## src/tsa_pkg.sv

```systemverilog
// Package for the slew result and alert status register bank.
// Assumes a single 100 MHz clock and a synchronous active-high reset.
package tsa_pkg;
    localparam int TSA_DATA_W = 16;
    localparam int TSA_TEMP_W = 14;
    localparam logic [7:0] TSA_OFS_TEMP = 8'h00;
    localparam logic [7:0] TSA_OFS_SLEW = 8'h01;
    localparam logic [7:0] TSA_OFS_STATUS = 8'h02;
    localparam logic [15:0] TSA_SLEW_RESET = 16'h0000;
    localparam logic [7:0] TSA_FLAGS_RESET = 8'h00;
    localparam int TSA_SLEW_LSB_POS = 2;
    localparam int TSA_BIT_CRC = 7;
    localparam int TSA_BIT_SLEW_STS = 6;
    localparam int TSA_BIT_SLEW_FLG = 5;
    localparam int TSA_BIT_HI_STS = 4;
    localparam int TSA_BIT_LO_STS = 3;
    localparam int TSA_BIT_HI_FLG = 2;
    localparam int TSA_BIT_LO_FLG = 1;
    localparam int TSA_BIT_DRDY = 0;
    localparam int TSA_NFLAGS = 8;
endpackage

```

## src/tsa_regs.sv

```systemverilog
// Slew result and alert status registers of the temperature sensor.
// Assumes the serial engine strobes reads on ref_clk and takes rd_data_q the cycle after rd_strobe.
module tsa_regs
    import tsa_pkg::*;
#(
    parameter int TW = TSA_TEMP_W
) (
    input wire logic ref_clk,
    input wire logic rst,
    input wire logic continuous,
    input wire logic conv_done,
    input wire logic signed [TW-1:0] temp,
    input wire logic [TW-1:0] rate_scale,
    input wire logic signed [TW-1:0] high_limit,
    input wire logic signed [TW-1:0] low_limit,
    input wire logic [TW-1:0] high_hyst,
    input wire logic [TW-1:0] low_hyst,
    input wire logic signed [TW-1:0] slew_limit,
    input wire logic [TSA_NFLAGS-1:0] alert_enable,
    input wire logic crc_fail,
    input wire logic rd_strobe,
    input wire logic [7:0] rd_addr,
    input wire logic rd_burst,
    output logic [TSA_DATA_W-1:0] rd_data_q,
    output logic [TSA_NFLAGS-1:0] status_q,
    output logic signed [TW-1:0] slew_out,
    output logic alert
);
    logic signed [TW-1:0] slew_q;
    logic slew_valid_q, slew_new, slew_new_q;
    logic [TSA_NFLAGS-1:0] status_d;
    logic [TSA_DATA_W-1:0] rd_data_d, status_word, slew_word;
    logic hi_arm_q, hi_arm_d, lo_arm_q, lo_arm_d;
    logic signed [TW+1:0] t_ext, hi_ext, lo_ext, hi_rel, lo_rel;
    logic above_hi, below_hi_rel, below_lo, above_lo_rel, slew_over, slew_pos_over;
    logic status_rd_clr, temp_rd;

    tsa_slew_calc #(.TW(TW)) tsa_slew_calc_i (
        .ref_clk(ref_clk),
        .rst(rst),
        .continuous(continuous),
        .conv_done(conv_done),
        .temp(temp),
        .rate_scale(rate_scale),
        .slew_q(slew_q),
        .slew_valid_q(slew_valid_q),
        .slew_new(slew_new)
    );

    assign slew_out = slew_q;

    always_comb begin
        t_ext = (TW+2)'(temp);
        hi_ext = (TW+2)'(high_limit);
        lo_ext = (TW+2)'(low_limit);
        // Widened so limit minus hysteresis never wraps
        hi_rel = hi_ext - $signed({2'b00, high_hyst});
        lo_rel = lo_ext + $signed({2'b00, low_hyst});
        above_hi = t_ext > hi_ext;
        below_hi_rel = t_ext < hi_rel;
        below_lo = t_ext < lo_ext;
        above_lo_rel = t_ext > lo_rel;
        slew_over = slew_valid_q && (slew_q > slew_limit || slew_q < -slew_limit);
        slew_pos_over = slew_valid_q && !slew_q[TW-1] && slew_q > slew_limit;
    end

    // Burst status reads never clear; a temp read clears DRDY either way
    assign status_rd_clr = rd_strobe && !rd_burst && rd_addr == TSA_OFS_STATUS;
    assign temp_rd = rd_strobe && rd_addr == TSA_OFS_TEMP;

    always_comb begin
        status_d = status_q;
        hi_arm_d = hi_arm_q;
        lo_arm_d = lo_arm_q;
        if (status_rd_clr) begin
            status_d[TSA_BIT_CRC] = 1'b0;
            status_d[TSA_BIT_SLEW_FLG] = 1'b0;
            status_d[TSA_BIT_HI_FLG] = 1'b0;
            status_d[TSA_BIT_LO_FLG] = 1'b0;
        end
        if (status_rd_clr || temp_rd) begin
            status_d[TSA_BIT_DRDY] = 1'b0;
        end
        // Sets follow clears so a coincident event survives
        if (crc_fail) begin
            status_d[TSA_BIT_CRC] = 1'b1;
        end
        status_d[TSA_BIT_SLEW_STS] = slew_pos_over;
        // Judged a cycle late, once slew_q holds the new value
        if (slew_new_q && slew_over) begin
            status_d[TSA_BIT_SLEW_FLG] = 1'b1;
        end
        if (!continuous) begin
            status_d[TSA_BIT_SLEW_STS] = 1'b0;
        end
        if (conv_done) begin
            status_d[TSA_BIT_DRDY] = 1'b1;
            if (above_hi) begin
                status_d[TSA_BIT_HI_STS] = 1'b1;
            end else if (below_hi_rel) begin
                status_d[TSA_BIT_HI_STS] = 1'b0;
            end
            if (below_lo) begin
                status_d[TSA_BIT_LO_STS] = 1'b1;
            end else if (above_lo_rel) begin
                status_d[TSA_BIT_LO_STS] = 1'b0;
            end
            // High flag: set on crossing up, and set again when rearmed below the lower threshold
            if (above_hi && hi_arm_q) begin
                status_d[TSA_BIT_HI_FLG] = 1'b1;
                hi_arm_d = 1'b0;
            end else if (below_hi_rel && !hi_arm_q) begin
                status_d[TSA_BIT_HI_FLG] = 1'b1;
                hi_arm_d = 1'b1;
            end
            if (below_lo && lo_arm_q) begin
                status_d[TSA_BIT_LO_FLG] = 1'b1;
                lo_arm_d = 1'b0;
            end else if (above_lo_rel && !lo_arm_q) begin
                status_d[TSA_BIT_LO_FLG] = 1'b1;
                lo_arm_d = 1'b1;
            end
        end
    end

    always_comb begin
        status_word = '0;
        status_word[TSA_NFLAGS-1:0] = status_q;
        slew_word = TSA_SLEW_RESET;
        slew_word[TSA_DATA_W-1:TSA_SLEW_LSB_POS] = slew_q;
        rd_data_d = rd_data_q;
        // Captured from pre-clear state in the strobe cycle
        if (rd_strobe) begin
            unique case (rd_addr)
                TSA_OFS_SLEW: rd_data_d = slew_word;
                TSA_OFS_STATUS: rd_data_d = status_word;
                default: rd_data_d = '0;
            endcase
        end
    end

    // Alert stays a level; comparator or interrupt framing lies outside
    assign alert = |(status_q & alert_enable);

    always_ff @(posedge ref_clk) begin
        if (rst) begin
            status_q <= TSA_FLAGS_RESET;
            hi_arm_q <= 1'b1;
            lo_arm_q <= 1'b1;
            rd_data_q <= '0;
            slew_new_q <= 1'b0;
        end else begin
            slew_new_q <= slew_new;
            status_q <= status_d;
            hi_arm_q <= hi_arm_d;
            lo_arm_q <= lo_arm_d;
            rd_data_q <= rd_data_d;
        end
    end
endmodule

```

## src/tsa_slew_calc.sv

```systemverilog
// Slew result tracker: forms the slew value from consecutive conversions.
// Assumes conv_done is a one-cycle pulse on ref_clk with temp valid beside it.
module tsa_slew_calc
    import tsa_pkg::*;
#(
    parameter int TW = TSA_TEMP_W
) (
    input wire logic ref_clk,
    input wire logic rst,
    input wire logic continuous,
    input wire logic conv_done,
    input wire logic signed [TW-1:0] temp,
    input wire logic [TW-1:0] rate_scale,
    output logic signed [TW-1:0] slew_q,
    output logic slew_valid_q,
    output logic slew_new
);
    logic signed [TW-1:0] prev_q, prev_d, slew_d;
    logic have_prev_q, have_prev_d, slew_valid_d;
    logic signed [TW:0] diff;
    logic signed [2*TW+1:0] prod;

    // Rate = delta per conversion times conversions per second (scale input)
    always_comb begin
        diff = {temp[TW-1], temp} - {prev_q[TW-1], prev_q};
        prod = diff * $signed({1'b0, rate_scale});
        prev_d = prev_q;
        have_prev_d = have_prev_q;
        slew_d = slew_q;
        slew_valid_d = slew_valid_q;
        slew_new = 1'b0;
        if (!continuous) begin
            have_prev_d = 1'b0;
            slew_valid_d = 1'b0;
            slew_d = '0;
        end else if (conv_done) begin
            prev_d = temp;
            have_prev_d = 1'b1;
            if (have_prev_q) begin
                // Second and later conversions only
                slew_d = prod[TW-1:0];
                slew_valid_d = 1'b1;
                slew_new = 1'b1;
            end
        end
    end

    always_ff @(posedge ref_clk) begin
        if (rst) begin
            prev_q <= '0;
            have_prev_q <= 1'b0;
            slew_q <= '0;
            slew_valid_q <= 1'b0;
        end else begin
            prev_q <= prev_d;
            have_prev_q <= have_prev_d;
            slew_q <= slew_d;
            slew_valid_q <= slew_valid_d;
        end
    end
endmodule
```

## config.mk

```make
export PLATFORM = sky130hd
export DESIGN_NAME = tsa_regs
export DESIGN_NICKNAME = d
export VERILOG_FILES = /design/src/tsa_pkg.sv /design/src/tsa_regs.sv /design/src/tsa_slew_calc.sv
export SDC_FILE = /design/constraint.sdc
export NUM_CORES = 1
export LEC_CHECK = 0
export ABC_AREA = 1
export BUFFER_PORTS_ARGS = -buffer_cell sky130_fd_sc_hd__buf_4
export CAP_MARGIN = 20
export CELL_PAD_IN_SITES_DETAIL_PLACEMENT = 0
export CELL_PAD_IN_SITES_GLOBAL_PLACEMENT = 1
export CORE_AREA = 2 2 146 184
export DETAILED_ROUTE_END_ITERATION = 6
export DIE_AREA = 0 0 148 186
export PLACE_DENSITY_LB_ADDON = 0.25
export REMOVE_ABC_BUFFERS = 1
export SETUP_SLACK_MARGIN = 0.05
export SYNTH_ARGS = -nofsm -noshare
export SYNTH_HDL_FRONTEND = slang
export SYNTH_HIERARCHICAL = 1
export SYNTH_SLANG_ARGS = --single-unit
```

## constraint.sdc

```tcl
create_clock -name ref_clk -period 14.1 [get_ports ref_clk]
set_clock_uncertainty 0.1 [all_clocks]
set_input_delay 0 -clock ref_clk [delete_from_list [all_inputs] [get_ports ref_clk]]
set_output_delay 0 -clock ref_clk [all_outputs]
set_load 0.1 [all_outputs]
```

==> run metrics <==
min Tclk post-route=6869 ps; cell area after layout=about 12,000 sq um; DIE WIDTH=about 150 um; Mapped Cells=1,525; area of placed instances=between 10,000 and 15,000 sq um; Area Growth Syn to Fin=20.44%; final worst path period share=roughly half; Routed Antenna Nets=0; clk buf depth=2; post-synthesis simple-gate area fraction=~27%; dpl ws=approximately 7300 ps; PortBufs=approximately 160; final slew viol count=0; multiplexer share of the synthesized area=0%; CP Data Arrival Time=~7000 ps; post-CTS setup buffer count=0; leakage=slightly below 7 nW; required time worst endpoint=about 14,000 ps; core box area=about 26,000 sq um; GRT overflow=0; CP max-delay cell=fa_1; Post-synth EDFFs=0; FILL cells=~2,800; final hold vios=0; yosys warns=6; register area share after synthesis=about 11%; top-count cell post-synth=nand2_1; Power Total=roughly 1.9 mW; number of buffers created by CTS=9; Post-Synth XOR/XNOR Area=4.656%; hpwl dp=between 20,000 and 25,000 um; drt wl/cell=about 14 um; die area=roughly 28,000 sq um; endpoint class of the critical path=flop; pin count of the biggest net entering global routing=27; CP max FO=5; DRT iter0 DRCs=around 360; clock sinks=57; FF/Latch Area=1141 sq um; final setup margin=roughly 7200 ps; post-cts resize count=0; top post-synthesis cells by area=ha_1 22%, nand2_1 12%, fa_1 12%; # DRC=0; Synth Cell Area=10,160 sq um; via/cell ratio=roughly 4.8; Mean Syn Cell Area=6.660 sq um; Synth top area share=roughly 22%; Synth Area in Adders=33.80%; met1 Use GR=around 22%; Finished Layout Cells=~2,000; via count=9,856; Final Core Density=about 47%; crit-path most repeated cell=inv_1; PwrDens=152.9 nW/um^2; final wirelength=approximately 28,000 um; CTS tree=done; Post-CTS Hold Fix Bufs=26; vias in the first global route=just under 10,000; Peak VDD IR=about 0.14 mV; max incr delay on CP=~550 ps; layout cells sized above 1=13.01%; GR peak layer=met2; fin nets=2,064; worst-margin pin slew=between 500 and 600 ps; post-synthesis cell type with the largest combined area=ha_1; row cnt=66; status=complete, no violations; final setup vio count=0; drt pass-1 iters=5; Global Route Usage Sum=20.87%; Starting Density=a little under 40%; Compound-Gate Fraction of Synth Area=about a tenth; largest family of logic cells by synthesized area=adder cells; max_slew headroom=between 60% and 70%; Die Span Y=roughly 190 um; met2 Use GR=41.63%; Post-synth top cells=331 x nand2_1, 312 x inv_1, 180 x ha_1; max frequency=between 0.1 and 0.15 GHz; n_diodes=0; Max Cap Violations=0; HP Class=in2reg; first-pass GRT wire length=about 46,000 um; htree depth=3; Placed Cells incl. Taps=about 2,000; Synth Flop Type=dfxtp_1; routability cong.=roughly 0.86; Sum Neg Setup Slack=0 ps; Synth Register Bits=57; RSZ-0062 raised after global routing=no; number of distinct library cells after synthesis=45; asr flop ratio synth=0%; hold slack=roughly 12 ps; clk slew on worst S/H paths=approximately 50 ps; met3 GRT Util=around 3.2%; root buffer cell=clkbuf_16; Startpoint Class=primary input; I/O Pins=160; multi-input logic area=a little under 8000 sq um; antenna violations before repair=0; critical path class=in2reg; worst-skew pair later-pin latency=roughly 330 ps
==> kinds of logic (layout without fill, tap and decap cells) <==
family	Yosys count	in the layout
buffers and inverters	343	525
AOI/OAI and AO/OA	195	195
xor gates and xnor gates	54	54
DFF	57	57
adders and majority gates	239	239
and+or+nand+nor	637	637
==> worst paths after layout <==
kind                              from  slack (ps)  depth (start not counted)                          to
max reg2reg  tsa_slew_calc_i/prev_q[0]        7310                         34  tsa_slew_calc_i/slew_q[13]
min reg2reg  tsa_slew_calc_i/prev_q[7]         350                          2   tsa_slew_calc_i/prev_q[7]
min                         rd_addr[0]          10                          5                 status_q[0]
max                            temp[0]        7230                         37  tsa_slew_calc_i/slew_q[13]
==> layout by cell type (no fill, tap or decap), types with 3 or more instances in the layout <==
cell           count
a21o_1             4
a21oi_1          106
a31oi_1            7
buf_4            161
clkbuf_16          9
dfxtp_1           57
dlygate4sd3_1     26
fa_1              59
ha_1             180
inv_1            312
inv_2              9
nand2_1          331
nand2_2            8
nand2_4            3
nand3_1           94
nand3_2            6
nand3b_1           4
nand4_1           15
nor2_1           144
nor2_2             8
nor3_1            12
o21ai_0           59
o21bai_1           8
or2_2              3
xnor2_1           19
xor2_1            35
==> power by group <==
group	total (mW)	switching, mW	internal, mW
registers	0.175	0.00610	0.169
logic	1.49	0.910	0.585
clock network	0.200	0.0747	0.125
total	1.87	0.990	0.880
==> per-layer routing <==
layer	wire length (um)	vias to the layer above	part of all wire [%]
met5	0	-	0
met4	586	0	2.1
met3	1034	43	3.7
met2	15470	156	55
met1	10910	4492	39
li1	-	5165	-
==> layout make-up <==
cell class	instances	area share [%]
Tap cell	340	3.478
Sequential cell	57	9.328
Clock buffer	11	2.066
Clock inverter	3	0.1432
Timing Repair Buffer	187	12.01
Inverter	324	9.962
Multi-Input combinational cell	1125	63.02
==> flip-flops by register name (all words and copies together) (netlist names) <==
| signal | count |
|---|---|
| status_q | 8 |
| tsa_slew_calc_i/slew_valid_q | 1 |
| tsa_slew_calc_i/prev_q | 14 |
| rd_data_q | 16 |
| hi_arm_q | 1 |
| tsa_slew_calc_i/slew_q | 14 |
| tsa_slew_calc_i/have_prev_q | 1 |
| slew_new_q | 1 |
| lo_arm_q | 1 |
==> critical path: cells and delay by family <==
family / cells / cell delay, ps
adder cells (fa/ha/maj): 9 / 4000
AND/OR/NAND/NOR: 14 / 1520
buffers and inverters: 13 / 1280
XOR/XNOR: 1 / 190
No activity file was read; power rests on OpenSTA's default activity.
